**config.mk**
```make
export PLATFORM = sky130hd
export DESIGN_NAME = samseq_top
export DESIGN_NICKNAME = d
export VERILOG_FILES = /design/src/include/samseq_pkg.sv /design/src/rtl/samseq_top.sv
export SDC_FILE = /design/constraint.sdc
export NUM_CORES = 1
export LEC_CHECK = 0
export BUFFER_PORTS_ARGS = -buffer_cell sky130_fd_sc_hd__buf_4
export CAP_MARGIN = 30
export CORE_MARGIN = 3
export CORE_UTILIZATION = 60
export CTS_CLUSTER_SIZE = 10
export DETAILED_ROUTE_END_ITERATION = 7
export PLACE_DENSITY = 0.75
export SYNTH_ARGS = -nofsm -noshare
export SYNTH_HDL_FRONTEND = slang
export SYNTH_SLANG_ARGS = --single-unit
```
**constraint.sdc**
```tcl
create_clock -name clk_sys -period 6.4 [get_ports clk_sys]
set_input_delay 0.96 -clock clk_sys [delete_from_list [all_inputs] [get_ports clk_sys]]
set_output_delay 0.96 -clock clk_sys [all_outputs]
set_load 0.1 [all_outputs]
```
**src/include/samseq_pkg.sv**
```systemverilog
// package: constants and types for the serial converter sequencer
package samseq_pkg;
   // ----------------------------------------------------------------
   // sizes and timing
   // ----------------------------------------------------------------
   localparam int SAR_BITS = 8;
   localparam int FIFO_WIDTH = 8;
   localparam int FIFO_DEPTH = 16;
   localparam int CLK_PERIOD_NS = 8;
   localparam int IDLE_HIGH_MIN_NS = 200;
   // least time rounds up to whole cycles
   localparam int IDLE_HIGH_MIN_CYC =
      (IDLE_HIGH_MIN_NS + CLK_PERIOD_NS - 1) / CLK_PERIOD_NS;
   localparam logic [7:0] SAR_RESET = 8'h00;
   localparam logic [7:0] MASK_FIRST = 8'h80;
   localparam logic [2:0] LSB_SHIFTS = 3'h7;
   localparam logic [2:0] ADDR_RESET = 3'h0;
   localparam logic [7:0] DESEL_RESET = 8'h00;

   // ----------------------------------------------------------------
   // types
   // ----------------------------------------------------------------
   typedef enum logic [6:0] {
      ST_IDLE   = 7'h01,
      ST_WAIT   = 7'h02,
      ST_ADDR   = 7'h04,
      ST_SETTLE = 7'h08,
      ST_CONV   = 7'h10,
      ST_LSB    = 7'h20,
      ST_TAIL   = 7'h40
   } samseq_state_type;

   typedef struct packed {
      logic se_n;
      logic din;
      logic cs_n;
      logic sclk;
   } samseq_pins_type;

   typedef struct packed {
      logic [1:0] pos_channel;
      logic [1:0] neg_channel;
      logic neg_is_ground;
   } samseq_mux_sel_type;

   localparam samseq_pins_type PINS_RESET = 4'ha;
   localparam samseq_mux_sel_type MUX_SEL_RESET = 5'h00;
endpackage

```
**src/rtl/samseq_top.sv**
```systemverilog
// serial converter sequencer with result fifo

// --------------------------------------------------------------------
// result fifo
// --------------------------------------------------------------------
module samseq_fifo #(
   parameter int WIDTH = 8,
   parameter int DEPTH = 16
) (
   // clock and reset
   input wire logic clk_sys,
   input wire logic sys_rst,
   // fill side
   input wire logic in_valid,
   output logic in_ready,
   input wire logic [WIDTH-1:0] in_data,
   // drain side
   output logic out_valid,
   input wire logic out_ready,
   output logic [WIDTH-1:0] out_data
);
   localparam int AW = $clog2(DEPTH);
   logic [WIDTH-1:0] mem [DEPTH];
   logic [AW-1:0] wr_ptr_reg;
   logic [AW-1:0] rd_ptr_reg;
   logic [AW:0] count_reg;
   logic push;
   logic pop;

   // honest flags from the occupancy count
   assign in_ready = (count_reg != (AW+1)'(DEPTH));
   assign out_valid = (count_reg != '0);
   assign push = in_valid & in_ready;
   assign pop = out_valid & out_ready;
   assign out_data = mem[rd_ptr_reg];

   // storage, no reset needed on data
   always_ff @(posedge clk_sys) begin
      if (push) begin
         mem[wr_ptr_reg] <= in_data;
      end
   end

   // pointers and count
   always_ff @(posedge clk_sys) begin
      if (sys_rst) begin
         wr_ptr_reg <= '0;
         rd_ptr_reg <= '0;
         count_reg <= '0;
      end else begin
         if (push) wr_ptr_reg <= wr_ptr_reg + 1'b1;
         if (pop) rd_ptr_reg <= rd_ptr_reg + 1'b1;
         if (push && !pop) count_reg <= count_reg + 1'b1;
         else if (pop && !push) count_reg <= count_reg - 1'b1;
      end
   end
endmodule // samseq_fifo

// --------------------------------------------------------------------
// sequencer
// --------------------------------------------------------------------
// Operation
// - falling chip select starts a cycle awaiting start bit and address.
// - serial input sampled on each rising clock while addressing.
// - first sampled one is the start bit; leading zeros are dropped. single-input variant starts on the first rising clock.
// - none, two or three address bits follow the start bit, set by variant.
// - after the last address bit a half-clock settling gap is inserted.
// - conversion flag rises at that gap; serial input then ignored.
// - output leaves high impedance and drives zero for the settling clock.
// - each decision is one when input exceeds the trial level.
// - each decision goes out on the falling edge after it, MSB first.
// - done after eight clocks; conversion flag drops half a clock later.
// - result goes to shift register; enable low shifts LSB first, high holds.
// - variants without enable repeat LSB first right after MSB stream.
// - after the last bit output is low until chip select rises.
// - single-input variant gives MSB first only, no repeat.
// - all registers clear after chip select high for the minimum time; the result fifo keeps its entries.
// - input only watched during addressing, while output is high impedance.
// - two-input single-ended: parity bit picks input zero or one.
// - single-ended negative input is analog ground.
// - each conversion takes a fresh selection, no memory of the last.
// - differential pairs are only even input with next odd input.
module samseq_top #(
   parameter int NUM_INPUTS = 4,
   parameter bit HAS_SE = 1'b1
) (
   // clock and reset
   input wire logic clk_sys,
   input wire logic sys_rst,
   // serial link pins
   input wire logic sclk,
   input wire logic cs_n,
   input wire logic serial_in,
   input wire logic lsb_shift_enable_n,
   output logic dout,
   output logic dout_oe_n,
   output logic conversion_active,
   // analog core
   input wire logic comp_above,
   output logic [7:0] trial_code,
   output samseq_pkg::samseq_mux_sel_type mux_sel,
   // parallel results
   output logic result_valid,
   input wire logic result_ready,
   output logic [7:0] result_data
);
   localparam int ADDR_BITS = (NUM_INPUTS == 1) ? 0 :
                              (NUM_INPUTS == 2) ? 2 : 3;
   localparam logic [1:0] ADDR_LAST = 2'(ADDR_BITS - 1);

   samseq_pkg::samseq_pins_type s1_reg, s2_reg, s3_reg, pin_reg;
   samseq_pkg::samseq_state_type state_reg;
   logic sclk_prev_reg;
   logic rise, fall, cs_high;
   logic [7:0] desel_cnt_reg;
   logic cleared_reg;
   logic [2:0] addr_reg, addr_next;
   logic [1:0] acnt_reg;
   logic [7:0] sar_reg, mask_reg, shift_reg;
   logic bit_reg;
   logic [2:0] lsb_cnt_reg;
   logic fifo_ready, push;
   logic start_ok, sgl, odd, sel1, shift_now;

   // ----------------------------------------------------------------
   // pin synchronisers and clock edges
   // ----------------------------------------------------------------
   // three stages; a level counts once stages two and three agree
   always_ff @(posedge clk_sys) begin
      if (sys_rst) begin
         s1_reg <= samseq_pkg::PINS_RESET;
         s2_reg <= samseq_pkg::PINS_RESET;
         s3_reg <= samseq_pkg::PINS_RESET;
      end else begin
         s1_reg <= {lsb_shift_enable_n, serial_in, cs_n, sclk};
         s2_reg <= s1_reg;
         s3_reg <= s2_reg;
      end
   end

   // per-bit agreement filter
   always_ff @(posedge clk_sys) begin
      if (sys_rst) begin
         pin_reg <= samseq_pkg::PINS_RESET;
         sclk_prev_reg <= 1'b0;
      end else begin
         pin_reg <= (s2_reg & s3_reg) | (pin_reg & (s2_reg ^ s3_reg));
         sclk_prev_reg <= pin_reg.sclk;
      end
   end

   assign rise = pin_reg.sclk & ~sclk_prev_reg;
   assign fall = ~pin_reg.sclk & sclk_prev_reg;
   assign cs_high = pin_reg.cs_n;

   // ----------------------------------------------------------------
   // deselect timer
   // ----------------------------------------------------------------
   // sar_reg and shift_reg only clear once chip select stayed high long enough
   always_ff @(posedge clk_sys) begin
      if (sys_rst) begin
         desel_cnt_reg <= samseq_pkg::DESEL_RESET;
         cleared_reg <= 1'b0;
      end else if (!cs_high) begin
         desel_cnt_reg <= samseq_pkg::DESEL_RESET;
      end else if (desel_cnt_reg !=
                   8'(samseq_pkg::IDLE_HIGH_MIN_CYC)) begin
         desel_cnt_reg <= desel_cnt_reg + 8'h01;
      end else begin
         cleared_reg <= 1'b1;
      end
      if (!sys_rst && state_reg == samseq_pkg::ST_WAIT) begin
         cleared_reg <= 1'b0;
      end
   end

   // ----------------------------------------------------------------
   // address decode
   // ----------------------------------------------------------------
   // fifo full blocks a new start so no result is ever dropped
   assign start_ok = fifo_ready &&
                     ((ADDR_BITS == 0) || pin_reg.din);
   assign addr_next = {addr_reg[1:0], pin_reg.din};
   assign sgl = (ADDR_BITS == 3) ? addr_next[2] : addr_next[1];
   assign odd = (ADDR_BITS == 3) ? addr_next[1] : addr_next[0];
   assign sel1 = (ADDR_BITS == 3) ? addr_next[0] : 1'b0;

   // ----------------------------------------------------------------
   // sequence control
   // ----------------------------------------------------------------
   always_ff @(posedge clk_sys) begin
      if (sys_rst) begin
         state_reg <= samseq_pkg::ST_IDLE;
      end else if (cs_high) begin
         state_reg <= samseq_pkg::ST_IDLE;
      end else begin
         case (state_reg)
            samseq_pkg::ST_IDLE: begin
               // a low without a full deselect is ignored
               if (cleared_reg) state_reg <= samseq_pkg::ST_WAIT;
            end
            samseq_pkg::ST_WAIT: begin
               if (rise && start_ok) begin
                  state_reg <= (ADDR_BITS == 0) ? samseq_pkg::ST_SETTLE
                                                : samseq_pkg::ST_ADDR;
               end
            end
            samseq_pkg::ST_ADDR: begin
               if (rise && acnt_reg == ADDR_LAST) begin
                  state_reg <= samseq_pkg::ST_SETTLE;
               end
            end
            samseq_pkg::ST_SETTLE: begin
               if (fall) state_reg <= samseq_pkg::ST_CONV;
            end
            samseq_pkg::ST_CONV: begin
               if (fall && mask_reg == samseq_pkg::SAR_RESET) begin
                  state_reg <= (NUM_INPUTS == 1) ? samseq_pkg::ST_TAIL
                                                 : samseq_pkg::ST_LSB;
               end
            end
            samseq_pkg::ST_LSB: begin
               if (shift_now && lsb_cnt_reg == samseq_pkg::LSB_SHIFTS) begin
                  state_reg <= samseq_pkg::ST_TAIL;
               end
            end
            samseq_pkg::ST_TAIL: state_reg <= samseq_pkg::ST_TAIL;
            default: state_reg <= samseq_pkg::ST_IDLE;
         endcase
      end
   end

   // address shift register; input sampled only while addressing
   always_ff @(posedge clk_sys) begin
      if (sys_rst) begin
         addr_reg <= samseq_pkg::ADDR_RESET;
         acnt_reg <= 2'h0;
      end else if (state_reg == samseq_pkg::ST_IDLE && cs_high &&
                   desel_cnt_reg == 8'(samseq_pkg::IDLE_HIGH_MIN_CYC)) begin
         addr_reg <= samseq_pkg::ADDR_RESET;
         acnt_reg <= 2'h0;
      end else if (!cs_high && rise &&
                   state_reg == samseq_pkg::ST_ADDR) begin
         addr_reg <= addr_next;
         acnt_reg <= acnt_reg + 2'h1;
      end
   end

   // channel selection latched fresh for each conversion
   always_ff @(posedge clk_sys) begin
      if (sys_rst || cs_high) begin
         mux_sel <= samseq_pkg::MUX_SEL_RESET;
      end else if (rise && state_reg == samseq_pkg::ST_WAIT &&
                   start_ok && ADDR_BITS == 0) begin
         mux_sel.pos_channel <= 2'h0;
         mux_sel.neg_channel <= 2'h1;
         mux_sel.neg_is_ground <= 1'b0;
      end else if (rise && state_reg == samseq_pkg::ST_ADDR &&
                   acnt_reg == ADDR_LAST) begin
         mux_sel.pos_channel <= {sel1, odd};
         mux_sel.neg_channel <= {sel1, ~odd};
         mux_sel.neg_is_ground <= sgl;
      end
   end

   // ----------------------------------------------------------------
   // successive approximation
   // ----------------------------------------------------------------
   // trial bit sits in sar_reg; a low comparator clears it again
   always_ff @(posedge clk_sys) begin
      if (sys_rst || (cs_high && cleared_reg)) begin
         sar_reg <= samseq_pkg::SAR_RESET;
         mask_reg <= samseq_pkg::SAR_RESET;
         bit_reg <= 1'b0;
      end else if (!cs_high && fall &&
                   state_reg == samseq_pkg::ST_SETTLE) begin
         sar_reg <= samseq_pkg::MASK_FIRST;
         mask_reg <= samseq_pkg::MASK_FIRST;
      end else if (!cs_high && rise &&
                   state_reg == samseq_pkg::ST_CONV) begin
         bit_reg <= comp_above;
         sar_reg <= (comp_above ? sar_reg : (sar_reg & ~mask_reg)) |
                    (mask_reg >> 1);
         mask_reg <= mask_reg >> 1;
      end
   end

   assign trial_code = sar_reg;

   // ----------------------------------------------------------------
   // output shift register and serial output
   // ----------------------------------------------------------------
   assign shift_now = fall && state_reg == samseq_pkg::ST_LSB &&
                      (!HAS_SE || !pin_reg.se_n);
   assign push = !cs_high && fall && state_reg == samseq_pkg::ST_CONV &&
                 mask_reg == samseq_pkg::SAR_RESET;

   always_ff @(posedge clk_sys) begin
      if (sys_rst || (cs_high && cleared_reg)) begin
         shift_reg <= samseq_pkg::SAR_RESET;
         lsb_cnt_reg <= 3'h0;
      end else if (push) begin
         shift_reg <= sar_reg;
         lsb_cnt_reg <= 3'h0;
      end else if (!cs_high && shift_now &&
                   lsb_cnt_reg != samseq_pkg::LSB_SHIFTS) begin
         shift_reg <= shift_reg >> 1;
         lsb_cnt_reg <= lsb_cnt_reg + 3'h1;
      end
   end

   // output driver; the controller may share the wire while it floats
   always_ff @(posedge clk_sys) begin
      if (sys_rst || cs_high) begin
         dout <= 1'b0;
         dout_oe_n <= 1'b1;
      end else if (fall) begin
         case (state_reg)
            samseq_pkg::ST_SETTLE: begin
               dout <= 1'b0;
               dout_oe_n <= 1'b0;
            end
            samseq_pkg::ST_CONV: dout <= bit_reg;
            samseq_pkg::ST_LSB: begin
               if (shift_now) begin
                  dout <= (lsb_cnt_reg == samseq_pkg::LSB_SHIFTS) ?
                          1'b0 : shift_reg[1];
               end
            end
            samseq_pkg::ST_TAIL: dout <= 1'b0;
            default: dout <= dout;
         endcase
      end
   end

   // conversion flag: up at the settle gap, down half a clock after end
   always_ff @(posedge clk_sys) begin
      if (sys_rst || cs_high) begin
         conversion_active <= 1'b0;
      end else if (rise && ((state_reg == samseq_pkg::ST_ADDR &&
                   acnt_reg == ADDR_LAST) ||
                   (state_reg == samseq_pkg::ST_WAIT && start_ok &&
                   ADDR_BITS == 0))) begin
         conversion_active <= 1'b1;
      end else if (push) begin
         conversion_active <= 1'b0;
      end
   end

   // ----------------------------------------------------------------
   // result buffer
   // ----------------------------------------------------------------
   samseq_fifo #(
      .WIDTH(samseq_pkg::FIFO_WIDTH),
      .DEPTH(samseq_pkg::FIFO_DEPTH)
   ) u_fifo (
      .clk_sys(clk_sys),
      .sys_rst(sys_rst),
      .in_valid(push),
      .in_ready(fifo_ready),
      .in_data(sar_reg),
      .out_valid(result_valid),
      .out_ready(result_ready),
      .out_data(result_data)
   );

   // ----------------------------------------------------------------
   // checks
   // ----------------------------------------------------------------
   float_abort_a: assert property (@(posedge clk_sys) disable iff (sys_rst)
      cs_high |=> dout_oe_n) else $error("output not floated");
   settle_zero_a: assert property (@(posedge clk_sys) disable iff (sys_rst)
      $fell(dout_oe_n) |-> !dout) else $error("no leading zero");
   active_first_a: assert property (@(posedge clk_sys) disable iff (sys_rst)
      $fell(dout_oe_n) |-> conversion_active)
      else $error("driving before flag");
   flag_drop_a: assert property (@(posedge clk_sys) disable iff (sys_rst)
      push |=> !conversion_active && dout == $past(sar_reg[0]))
      else $error("flag or lsb wrong at end");
   din_ignore_a: assert property (@(posedge clk_sys) disable iff (sys_rst)
      (state_reg == samseq_pkg::ST_CONV || state_reg == samseq_pkg::ST_LSB)
      |=> $stable(addr_reg)) else $error("input taken late");
   tail_low_a: assert property (@(posedge clk_sys) disable iff (sys_rst)
      (state_reg == samseq_pkg::ST_TAIL && fall && !cs_high) |=> !dout)
      else $error("tail not low");
   clear_all_a: assert property (@(posedge clk_sys) disable iff (sys_rst)
      (cs_high && cleared_reg) |=> sar_reg == 8'h00 && shift_reg == 8'h00)
      else $error("registers not cleared");
   decide_low_a: assert property (@(posedge clk_sys) disable iff (sys_rst)
      (rise && !cs_high && state_reg == samseq_pkg::ST_CONV && !comp_above)
      |=> (sar_reg & $past(mask_reg)) == 8'h00)
      else $error("low decision kept");
   lsb_hold_a: assert property (@(posedge clk_sys) disable iff (sys_rst)
      (HAS_SE && fall && pin_reg.se_n && !cs_high &&
       state_reg == samseq_pkg::ST_LSB) |=> $stable(dout))
      else $error("lsb not held");
   start_wait_a: assert property (@(posedge clk_sys) disable iff (sys_rst)
      (ADDR_BITS != 0 && rise && !pin_reg.din && !cs_high &&
       state_reg == samseq_pkg::ST_WAIT) |=> state_reg == samseq_pkg::ST_WAIT)
      else $error("zero taken as start");
endmodule // samseq_top

```
==> results of run 1 <==
## worst paths after layout
kind,from,end,slack [ps],cells after the start
max,flop,result_data[5],2730,4
min,s1_reg[3],s2_reg[3],420,1
max reg2reg,state_reg[4],u_fifo.count_reg[4],2760,11
min reg2reg,s1_reg[3],s2_reg[3],420,1
## through the flow
| stage | util | cells | hold WS [ps] | setup WS, ps | power [mW] |
|---|---|---|---|---|---|
| 3_3_place_gp | 0.644 | 793 | 393 | 3060 | 1.52 |
| 3_5_place_dp | 0.648 | 798 | 406 | 2920 | 1.52 |
| 6_report | 0.700 | 844 | 416 | 2730 | 2.72 |
| 2_1_floorplan | - | 609 | 389 | 3240 | 1.51 |
| 4_1_cts | 0.698 | 842 | 419 | 2680 | 2.73 |
| 5_1_grt | 0.700 | 844 | 431 | 2550 | 2.80 |
## cell usage in the layout (no fill, tap or decap), types with 14 or more instances in the layout
| cell type | n |
|---|---|
| sky130_fd_sc_hd__a21oi_1 | 39 |
| sky130_fd_sc_hd__clkbuf_16 | 25 |
| sky130_fd_sc_hd__dfxtp_1 | 86 |
| sky130_fd_sc_hd__clkbuf_1 | 17 |
| sky130_fd_sc_hd__ha_1 | 18 |
| sky130_fd_sc_hd__nor2_1 | 54 |
| sky130_fd_sc_hd__mux2i_1 | 14 |
| sky130_fd_sc_hd__mux4_2 | 40 |
| sky130_fd_sc_hd__nand2_1 | 49 |
| sky130_fd_sc_hd__buf_4 | 34 |
| sky130_fd_sc_hd__edfxtp_1 | 128 |
## worst max-delay path, cell delays in order (launching register included)
cell,delay (ps)
sky130_fd_sc_hd__dfxtp_2,310
sky130_fd_sc_hd__buf_4,510
sky130_fd_sc_hd__mux4_2,600
sky130_fd_sc_hd__mux4_2,510
sky130_fd_sc_hd__buf_4,250
## kinds of logic (layout without fill, tap and decap cells)
logic type,after synthesis,count (layout),share of synthesized area
AO/OA/AOI/OAI,69,69,0.0483
multiplexers,55,55,0.121
flip-flops,216,216,0.644
AND/OR/NAND/NOR,193,193,0.118
XOR/XNOR,18,18,0.0181
buffers and inverters,39,94,0.0227
adder cells (fa/ha/maj),19,19,0.0282
## layout make-up
type | count | area share
inverters | 9 | 0.00344
clock buffers | 42 | 0.0702
flip-flops and latches | 216 | 0.571
well taps | 180 | 0.0229
clock inverters | 2 | 0.00140
multi-input cells | 354 | 0.297
repair buffers | 41 | 0.0340
## routing by layer
metal	vias up	global-route usage
met2	199	0.380
met3	35	0.0286
li1	2359	-
met4	0	0.0644
met5	-	0
met1	2515	0.306
## power groups by stage
stage	logic (mW)	clock network, mW	registers (mW)
after detailed placement	0.0242	0	1.50
after CTS	0.0243	1.24	1.47
after floorplan	0.0192	0	1.49
final	0.0241	1.22	1.47
after global routing	0.0276	1.30	1.47
after global placement	0.0231	0	1.50
==> results.md, run 1 <==
- The flow ran to the end, and the final reports show no timing, DRC or antenna violations.
- The via count of the routed design is 5108.
- From synthesis to final layout, the design area changed by 12.9%.
- The placer's final routability congestion estimate is between 0.8 and 0.9.
- The share of total power dissipated in the clock network is 0.451.
- The maximum count of clock buffers along a single path is 3.
- The count of buffers added by post-CTS timing repair for setup is 0.
- Max-cap violations in this run came to 0.
- The element type at the critical path end is an output pin.
- The post-synthesis cell area is roughly 8700 sq um.
- The number of storage elements in the synthesis netlist is around 220.
- The synthesized design contains around 130 enable-type register cells.
- In this run the standard cell core region covers 14000 sq um.
- The die width is about 130 microns.
- The insertion delay of the later-clocked pin in the worst-skew pair is 500 ps.
- The sequential cell fraction of total power is 0.540.
- The detailed router used layers up to and including met4.
- The tree is rooted in a sky130_fd_sc_hd__clkbuf_16.
- Ranked by instance count, the synthesized netlist is headed by 128 x sky130_fd_sc_hd__edfxtp_1, 88 x sky130_fd_sc_hd__dfxtp_1, 54 x sky130_fd_sc_hd__nor2_1, 49 x sky130_fd_sc_hd__nand2_1, 40 x sky130_fd_sc_hd__mux4_2.
- The endpoint required time on the critical path is roughly 5400 ps.
- In the final layout, the share of cells above drive strength 1 is 0.208.
- After legalization and detailed placement, the total HPWL measured between 10000 and 15000 microns.
- Measured against its own limit, the worst slew margin works out to 0.305.
- The post-route minimum period is between 3000 and 4000 ps.
- IR analysis of the VDD net gives a maximum drop of approximately 170 uV.
- The number of max-slew violations in the final report was 0.
- The worst hold path belongs to the class reg -> reg.
- Setup violations remaining at the end of the flow were counted as 0.
- The data arrival at the endpoint of the critical path is roughly 2700 ps.
- The aggregate routed wire length is 17400 microns.
- Counting every net in the synthesized netlist gives ~640.
- The number of clock sinks is between 200 and 250.
- In this run, post-CTS repair resized a total of 0 instances.
- After detailed routing, the wire length on met1 is 7020 microns.
- The iteration-0 DRC count of the detailed router is 462.
- The async set-reset flop share out of synthesis is 0.
- For this configuration, the core starts out at a cell density of 0.620.
- The register with the most flip-flops in the layout has approximately 130 of them.
- The detail route stage leaves a number of antenna-violating nets equal to 0.
- The ratio of total power to cell area is 276 nW/um^2.
- The number of port buffers is 32.
- The floorplan step defined a die boundary enclosing about 16000 sq um.
- Summed over all failing endpoints, the final setup total negative slack is 0 ps.
- Counting the buffers created by CTS gives 25.
- The type of element launching the critical path is a flop.
- CTS built an H-tree with a depth of 1.
- In the global route stage, overall resource usage came out at 0.223.
- The final hold violation count came to 0.
- The final global-route overflow total is 0.
- The initial antenna violation count is 0.
- Of the available clock period, the critical path in the final layout requires 0.574.
- After routing the design area is roughly 9800 sq um.
- Summing all placed instances gives a cell area of ~9100 sq um.
- The first global-routing pass estimated roughly 28000 microns of wire.
- The per-instance average area after synthesis is ~14 sq um.
- For the final database, setup skew stands at 8.59 ps.
- The met2 wire length is 8780 microns.
- The mean routed wirelength per cell is roughly 21 microns.
- For the pin with the worst max-slew slack, the measured transition is about 1000 ps.
- The internal portion of the total power is 2.20 mW.
- Wire segments on met3 add up to around 1200 microns in the final route.
- The warning count from the yosys run is 0.
- Summed over all instances, the cell type with the most area after synthesis is sky130_fd_sc_hd__edfxtp_1.
- The first detailed-routing pass ran for 5 iterations.
- The cell with the most instances after synthesis is sky130_fd_sc_hd__edfxtp_1.
- The post-cts hold buffer count is 0.
- The commonest register cell after synthesis is sky130_fd_sc_hd__edfxtp_1.
- The power share of the combinational group is 0.009.
- The pin count of the biggest net entering global routing is 40.
- The startpoint-to-endpoint class of the critical path is reg -> out.
- Of the total power, the share spent switching nets is 0.190.
- The reported leakage power is around 3 nW.
- Derived from the worst setup path, the maximum achievable clock frequency is roughly 270 MHz.
- The number of distinct library cell variants in the gate-level netlist after synthesis is between 50 and 60.
- The initialized floorplan defines 43 standard-cell rows.
- In this run the power spent charging and discharging nets is 0.517 mW.
- From bottom edge to top edge, the die measures ~130 microns.
- The final layout net count is between 600 and 700.
- The sequential cell area fraction in the yosys report is 0.644.
- The largest driver fanout on the critical path is 32.
- Registers take roughly 5600 sq um.
- Summing all multi-input logic gate instances after layout gives 2920 sq um.
- The clock transition at the registers of the reported paths is about 50 ps.
- The cell count after synthesis is 609.
- Of the post-synthesis cell area, the dominant cell type holds 0.442.
- The total inserted antenna cells is 0.
- The vias per cell is slightly above 6.
- The number of global-route vias before repair was about 5200.
- After filler insertion, the fill cell instance count of the layout stands at between 900 and 1000.
- In this run the count of I/O pins placed on the die edge is 33.
- The total DRC errors in the routed layout is 0.
- Setup repair after global routing left no endpoint under its margin.
- By area the synthesized netlist is led by sky130_fd_sc_hd__edfxtp_1 44%, sky130_fd_sc_hd__dfxtp_1 20%, sky130_fd_sc_hd__mux4_2 10%.
- The clock tree from TritonCTS is yes.
- The top register by number of flip-flops is u_fifo.mem.
Note: power is estimated with default switching activity, not from simulation.
==> run 2, diff against run 1 <==
==> constraint.sdc (replaced) <==
create_clock -name clk_sys -period 3.8 [get_ports clk_sys]
set_input_delay 0.57 -clock clk_sys [delete_from_list [all_inputs] [get_ports clk_sys]]
set_output_delay 0.57 -clock clk_sys [all_outputs]
set_load 0.1 [all_outputs]
==> run 2 against run 1 <==
Against the previous run: die area is the same; first-iteration DRC count shrank 12%; final cell count grew 0.24%; critical endpoint is now u_fifo.count_reg[4]; flip-flop and latch count is the same; largest cell class unchanged; utilization shrank 0.080 points; total power grew 69%; critical path depth grew 7; sequential share of layout area grew 0.053 points; critical path type is now reg -> reg; register-to-register slack lost 2100 ps.
==> results.md, run 2 (same netlist as run 1, synthesis figures left out) <==
- The run finished with clean final reports.
- The via count of the routed design is 5021 (-1.7%).
- The mean routed wirelength per cell is 19.7 microns (-4.2%).
- The vias per cell is 5.93 (-1.9%).
- The iteration-0 DRC count of the detailed router is 406 (-12%).
- For this design, the slowest cell found on the critical path is sky130_fd_sc_hd__or4b_4.
- The number of global-route vias before repair is 5117 (-2.3%).
- The total negative setup slack is 0 ps (unchanged).
- The hold-critical path depth is 2 (+1).
- The proportion of layout cells with a drive suffix above 1 came to 0.203 (-0.00513).
- The worst register-to-register path ends at u_fifo.count_reg[4].
- Dividing the final minimum period by the clock period gives 0.839.
- The total inserted antenna cells is 0 (unchanged).
- The power share of the combinational group is 0.009 (about the same).
- The detailed-router iteration count before antenna repair is 6 (+1).
- The final global-route overflow total came to 0 (unchanged).
- The number of cells traversed by the worst register-to-register path is 11 (unchanged).
- The delay of the slowest cell on the worst path is 550 ps (-50 ps).
- The type of element launching the critical path is a flop.
- The placer's final routability congestion estimate came to 0.807 (-7.5%).
- The detailed placement HPWL is 10800 microns (-2.7%).
- The largest driver fanout on the critical path is 10 (-69%).
- The aggregate global-route resource usage came to 0.213 (-0.0104).
- The path category of the worst min-delay check is in -> reg.
- The maximum count of clock buffers along a single path is 3 (unchanged).
- The ratio of total power to cell area is 468 nW/um^2 (+69%).
- The number of nets still failing antenna checks after routing is 0 (unchanged).
- The number of port buffers is 32 (unchanged).
- The starting density of the core is 0.620 (unchanged).
- The data arrival at the endpoint of the critical path is 3620 ps (+910 ps).
- The net switching power came to 0.872 mW (+69%).
- The sequential cell fraction of total power is 0.537 (-0.003).
- The maximum clock rate is between 300 and 400 MHz.
- The worst-margin pin slew is 909 ps (-128 ps).
- The slack of the worst reg-to-reg path is 610 ps (-2150 ps).
- In this run the critical register-to-register path is launched from state_reg[4].
- The count of buffers added by post-CTS timing repair for setup was 0 (unchanged).
- Setup repair after global routing left no endpoint under its margin.
- The final clock skew came to 7.12 ps (-1.47 ps).
- The total DRC errors in the routed layout is 0 (unchanged).
- The aggregate routed wire length was 16700 microns (-4.0%).
- The number of standard-cell rows in the floorplan is 43 (unchanged).
- The number of buffer and inverter stages on the critical path is 1 (-1).
- More flip-flops sit in one register than any other, and that register is u_fifo.mem.
- The endpoint required time on the critical path is 4230 ps (-1210 ps).
- The reported leakage power is 3.03 nW (-0.31%).
- The number of top-level pins was 33 (unchanged).
- The post-cts hold buffer count is 0 (unchanged).
- The number of violations of the max-capacitance limit is 0 (unchanged).
- The depth of the CTS H-tree is 1 (unchanged).
- The post-CTS resize count was 0 (unchanged).
- In this run the clock root is driven by a sky130_fd_sc_hd__clkbuf_16.
- The start point of the worst hold path is cs_n.
- The final layout net count is 676 (+0.30%).
- Traced cell by cell, the critical path runs through or4b_4 -> nor4_4 -> and3_1 -> ha_1 -> inv_1 -> fa_1 -> a21o_1 -> a21oi_1 -> xnor2_1 -> or3_1 -> a21oi_1.
- The most common cell after layout, fill and taps aside is sky130_fd_sc_hd__edfxtp_1.
- On the critical path the largest part of the delay comes from simple AND/OR/NAND/NOR gates.
- The part of the total power dissipated in the clock network is 0.453 (+0.002).
- The maximum resistive drop on vdd was 347 uV (+99%).
- The power consumption is 4.60 mW (+69%).
- The smallest clock period supported by the final layout is computed as ~3200 ps.
- The area of the core is 14000 sq um (unchanged).
- The initial antenna violation count came to 0 (unchanged).
- From synthesis to final layout, the design area changed by 12.8%.
- The final hold violation count is 0 (unchanged).
- The total clock buffers created by CTS is 25 (unchanged).
- The insertion delay of the later-clocked pin in the worst-skew pair is 500 ps (about the same).
- The first-pass GRT wire length is 27200 microns (-3.6%).
- The clock tree from TritonCTS is yes.
- Leaving out fill and tap cells, the most frequent cells in the layout are 128 x sky130_fd_sc_hd__edfxtp_1, 87 x sky130_fd_sc_hd__dfxtp_1, 54 x sky130_fd_sc_hd__nor2_1, 49 x sky130_fd_sc_hd__nand2_1, 42 x sky130_fd_sc_hd__buf_4.
- The number of clock sinks is 216 (unchanged).
- The internal power consumption is 3.72 mW (+69%).
- The switching part of the total is 0.190 (-0.000650).
- The number of max-slew violations in the final report is 0 (unchanged).
- The flip-flop count of the largest register, all copies and words added is 128 (unchanged).
- The overall die height is 126 microns (unchanged).
- The count of endpoints failing setup in the final report is 0 (unchanged).
- The area of the die was 16000 sq um (unchanged).
- The worst relative slew slack is 0.392 (+0.0879).
- The worst setup path is captured at a flop.
- The pin count of the biggest net entering global routing came to 40 (unchanged).
- Counting stages on the worst path, the most repeated cell is sky130_fd_sc_hd__a21oi_1.
- The die width is 126 microns (unchanged).
- The hold path endpoint is s1_reg[1].
- The clock transition at the registers of the reported paths is 50 ps (about the same).
- The critical path in this run is classified as reg -> reg.
==> run 2: cell count changes in the layout (fill, tap and decap cells not counted), sizes merged <==
cell    delta
clkinv     -1
clkbuf     +1
buf        +2
==> run 2: how the worst max path moves through the flow <==
stage,start,to,slack [ps],depth (start not counted)
after global routing,state_reg[4],u_fifo.count_reg[4],360,11
final,state_reg[4],u_fifo.count_reg[4],610,11
after global placement,mask_reg[6],u_fifo.count_reg[4],730,11
after CTS,state_reg[4],u_fifo.count_reg[4],640,11
after detailed placement,state_reg[4],u_fifo.count_reg[4],660,11
after floorplan,mask_reg[6],u_fifo.count_reg[4],640,13
==> run 2: per-layer routing <==
metal,routed length (microns),share of wire,track usage
met1,7110,0.43,0.298
met2,8310,0.50,0.348
met3,972,0.058,0.0366
met4,285,0.017,0.0612
met5,0,0,0
==> run 2: power groups by stage <==
stage	Sequential [mW]	Combinational [mW]	Clock, mW
finish	2.47	0.0428	2.08
global route	2.47	0.0484	2.23
CTS	2.47	0.0432	2.13
detailed placement	2.52	0.0430	0
global placement	2.52	0.0411	0
floorplan	2.52	0.0324	0
==> run 2: final cells by class <==
type                    count  area [sq um]
inverters                   9          33.8
multi-input cells         354          2900
clock inverters             1          8.76
flip-flops and latches    216          5610
repair buffers             43           335
clock buffers              43           703
well taps                 180           225
fillers                   943          4230
==> run 2: per-stage QoR <==
stage / area, sq um / setup slack, ps / hold slack [ps] / instances / utilization
6_report: 9810 / 611 / 254 / 846 / 0.699
5_1_grt: 9810 / 362 / 246 / 846 / 0.699
4_1_cts: 9810 / 639 / 238 / 846 / 0.699
3_5_place_dp: 9100 / 661 / 393 / 802 / 0.648
3_3_place_gp: 9100 / 731 / 391 / 802 / 0.648
2_1_floorplan: 8700 / 636 / 389 / 609 / -
==> run 3, diff against run 2 <==
==> constraint.sdc (replaced) <==
create_clock -name clk_sys -period 3.34 [get_ports clk_sys]
set_input_delay 0.501 -clock clk_sys [delete_from_list [all_inputs] [get_ports clk_sys]]
set_output_delay 0.501 -clock clk_sys [all_outputs]
set_load 0.1 [all_outputs]
==> run 3 against run 2 <==
Against the previous run: clock power grew 13%; final cell count up 0.95%; count of clock-buffer cells in the layout shrank 2; fmax is 0.84% higher; global-route usage increased by 0.68 points; critical path depth unchanged; sequential share of layout area is 0.43 points lower; sequential power increased by 14%; critical path type unchanged; critical endpoint unchanged; largest cell class unchanged.
==> results.md, run 3 (same netlist as run 1, synthesis figures left out) <==
- The area of the die is 16000 sq um (unchanged).
- Leaving out fill and tap cells, the most frequent cells in the layout are 128 x sky130_fd_sc_hd__edfxtp_1, 86 x sky130_fd_sc_hd__dfxtp_1, 54 x sky130_fd_sc_hd__nor2_1, 51 x sky130_fd_sc_hd__buf_4, 49 x sky130_fd_sc_hd__nand2_1.
- The detailed placement HPWL is 11200 microns (+3.5%).
- The final hold violation count is 0 (unchanged).
- The maximum count of clock buffers along a single path is 3 (unchanged).
- The hold-critical path depth is 2 (unchanged).
- The overall die height came to 126 microns (unchanged).
- The area growth from synthesis to layout is 13.6%.
- The endpoint required time on the critical path is 3760 ps (-470 ps).
- The final instance area is 9890 sq um (+0.78%).
- The number of clock sinks is 216 (unchanged).
- The depth of the CTS H-tree is 1 (unchanged).
- The path category of the worst min-delay check is in -> reg.
- The worst-margin pin slew is 759 ps (-150 ps).
- The number of top-level pins is 33 (unchanged).
- The final period utilization came to 0.947 (+0.108).
- The flow ran to the end, and the final reports show no timing, DRC or antenna violations.
- The library cell used most frequently in the layout, excluding fill and tap cells, is sky130_fd_sc_hd__edfxtp_1.
- The final clock skew is 9.52 ps (+2.41 ps).
- The detailed-router iteration count before antenna repair was 5 (-1).
- The delay of the slowest cell on the worst path is 590 ps (+40 ps).
- The aggregate routed wire length is 17200 microns (+3.1%).
- The total DRC errors in the routed layout is 0 (unchanged).
- The signal on the critical path passes through or4b_4 -> nor4_4 -> and3_4 -> ha_1 -> inv_2 -> fa_2 -> a21o_1 -> a21oi_1 -> xnor2_1 -> or3_1 -> a21oi_1.
- The post-route minimum period is 3160 ps (-26.4 ps).
- The startpoint-to-endpoint class of the critical path is reg -> reg.
- The number of standard-cell rows in the floorplan is 43 (unchanged).
- The initial antenna violation count is 0 (unchanged).
- The insertion delay of the later-clocked pin in the worst-skew pair is 500 ps (about the same).
- The number of port buffers came to 32 (unchanged).
- The first-pass GRT wire length came to 27700 microns (+2.0%).
- The post-CTS resize count is 0 (unchanged).
- The reported leakage power is 3.07 nW (+1.4%).
- The number of max-slew violations in the final report is 0 (unchanged).
- The number of cells traversed by the worst register-to-register path is 11 (unchanged).
- For this design, the slowest cell found on the critical path is sky130_fd_sc_hd__or4b_4.
- The pin count of the biggest net entering global routing is 40 (unchanged).
- CTS placed an instance of sky130_fd_sc_hd__clkbuf_16 at the clock tree root.
- TritonCTS built the clock tree.
- The slack of the worst reg-to-reg path is 180 ps (-430 ps).
- The standard cell area after detailed placement is 9170 sq um (+0.74%).
- The number of fill cells is 886 (-6.0%).
- The worst relative slew slack is 0.493 (+0.100).
- The number of violations of the max-capacitance limit came to 0 (unchanged).
- The area taken by multi-input logic gates is 2920 sq um (+0.69%).
- The vias per cell was 5.95 (+0.19%).
- The total clock buffers created by CTS is 25 (unchanged).
- The aggregate global-route resource usage is 0.220 (+0.00676).
- The top register by number of flip-flops is u_fifo.mem.
- The count of endpoints failing setup in the final report is 0 (unchanged).
- The most critical setup path has its endpoint at u_fifo.count_reg[4].
- The most critical setup path has its startpoint at state_reg[2].
- The area of the core is 14000 sq um (unchanged).
- The mean routed wirelength per cell is 20.1 microns (+2.1%).
- The count of buffers added by post-CTS timing repair for setup is 0 (unchanged).
- In this design, the critical path's most frequently occurring cell is sky130_fd_sc_hd__a21oi_1.
- The number of global-route vias before repair was 5182 (+1.3%).
- The ratio of total power to cell area is 526 nW/um^2 (+12%).
- The flip-flop count of the largest register, all copies and words added is 128 (unchanged).
- The maximum resistive drop on vdd is 401 uV (+15%).
- The maximum clock rate is 316 MHz (+0.84%).
- The worst setup path is launched from a flop.
- The post-cts hold buffer count was 0 (unchanged).
- The sequential cell area is 5610 sq um (about the same).
- The final global-route overflow total is 0 (unchanged).
- The final layout net count is 685 (+1.3%).
- The placer's final routability congestion estimate is 0.900 (+12%).
- The proportion of layout cells with a drive suffix above 1 was 0.221 (+0.0184).
- The starting density of the core is 0.620 (unchanged).
- The iteration-0 DRC count of the detailed router came to 440 (+8.4%).
- The data arrival at the endpoint of the critical path is 3580 ps (-40 ps).
- The number of nets still failing antenna checks after routing is 0 (unchanged).
- The largest driver fanout on the critical path is 6 (-4).
- The worst hold slack across all endpoints was 181 ps (-72.7 ps).
- The die width is 126 microns (unchanged).
- The via count of the routed design is 5078 (+1.1%).
- STA classifies the critical path endpoint as a flop.
- The total inserted antenna cells is 0 (unchanged).
- The end-of-flow core utilization came to 0.704 (+0.00543).
- The critical register-to-register path startpoint is state_reg[2].
- The clock transition at the registers of the reported paths is 60 ps (about the same).
- The worst register-to-register path ends at u_fifo.count_reg[4].
-- run 3: critical path, delay by kind of cell (launching register included) --
family | cells | cell delay, ps
xor gates and xnor gates | 1 | 100
buffers and inverters | 1 | 90
and+or+nand+nor | 4 | 1470
adders and majority gates | 2 | 560
AOI/OAI and AO/OA | 3 | 510
DFF | 1 | 350
-- run 3: worst min path at each step --
stage	from	endpoint
3_3_place_gp	s1_reg[3]	s2_reg[3]
2_1_floorplan	s1_reg[1]	s2_reg[1]
3_5_place_dp	s1_reg[1]	s2_reg[1]
5_1_grt	cs_n	s1_reg[1]
4_1_cts	cs_n	s1_reg[1]
6_report	cs_n	s1_reg[1]
-- run 3: power breakdown --
part / internal, mW / switching [mW] / leakage [nW]
sequential: 2.80 / 0.00709 / 1.63
clock: 1.39 / 0.951 / 0.335
combinational: 0.0212 / 0.0278 / 1.11
-- run 3: per-stage QoR --
stage / setup WS (ps) / TNS [ps] / power, mW / std cells
2_1_floorplan: 176 / 0 / 2.90 / 609
3_3_place_gp: 274 / 0 / 2.91 / 811
3_5_place_dp: 137 / 0 / 2.91 / 811
4_1_cts: 122 / 0 / 5.24 / 854
5_1_grt: -19.7 / -19.7 / 5.36 / 854
6_report: 178 / 0 / 5.20 / 854
-- run 3: layer usage --
| layer | vias up | global-route usage | share of wire | routed length [microns] |
|---|---|---|---|---|
| li1 | 2377 | - | - | - |
| met1 | 2522 | 0.313 | 0.43 | 7390 |
| met2 | 152 | 0.358 | 0.50 | 8520 |
| met3 | 27 | 0.0345 | 0.055 | 948 |
| met4 | 0 | 0.0587 | 0.019 | 320 |
| met5 | - | 0 | 0 | 0 |
-- run 3: final cells by class --
type	instances	area share
Timing Repair Buffer	52	0.0407
Multi-Input combinational cell	354	0.295
Sequential cell	216	0.567
Clock buffer	41	0.0693
Inverter	9	0.00342
Tap cell	180	0.0228
Clock inverter	2	0.00139
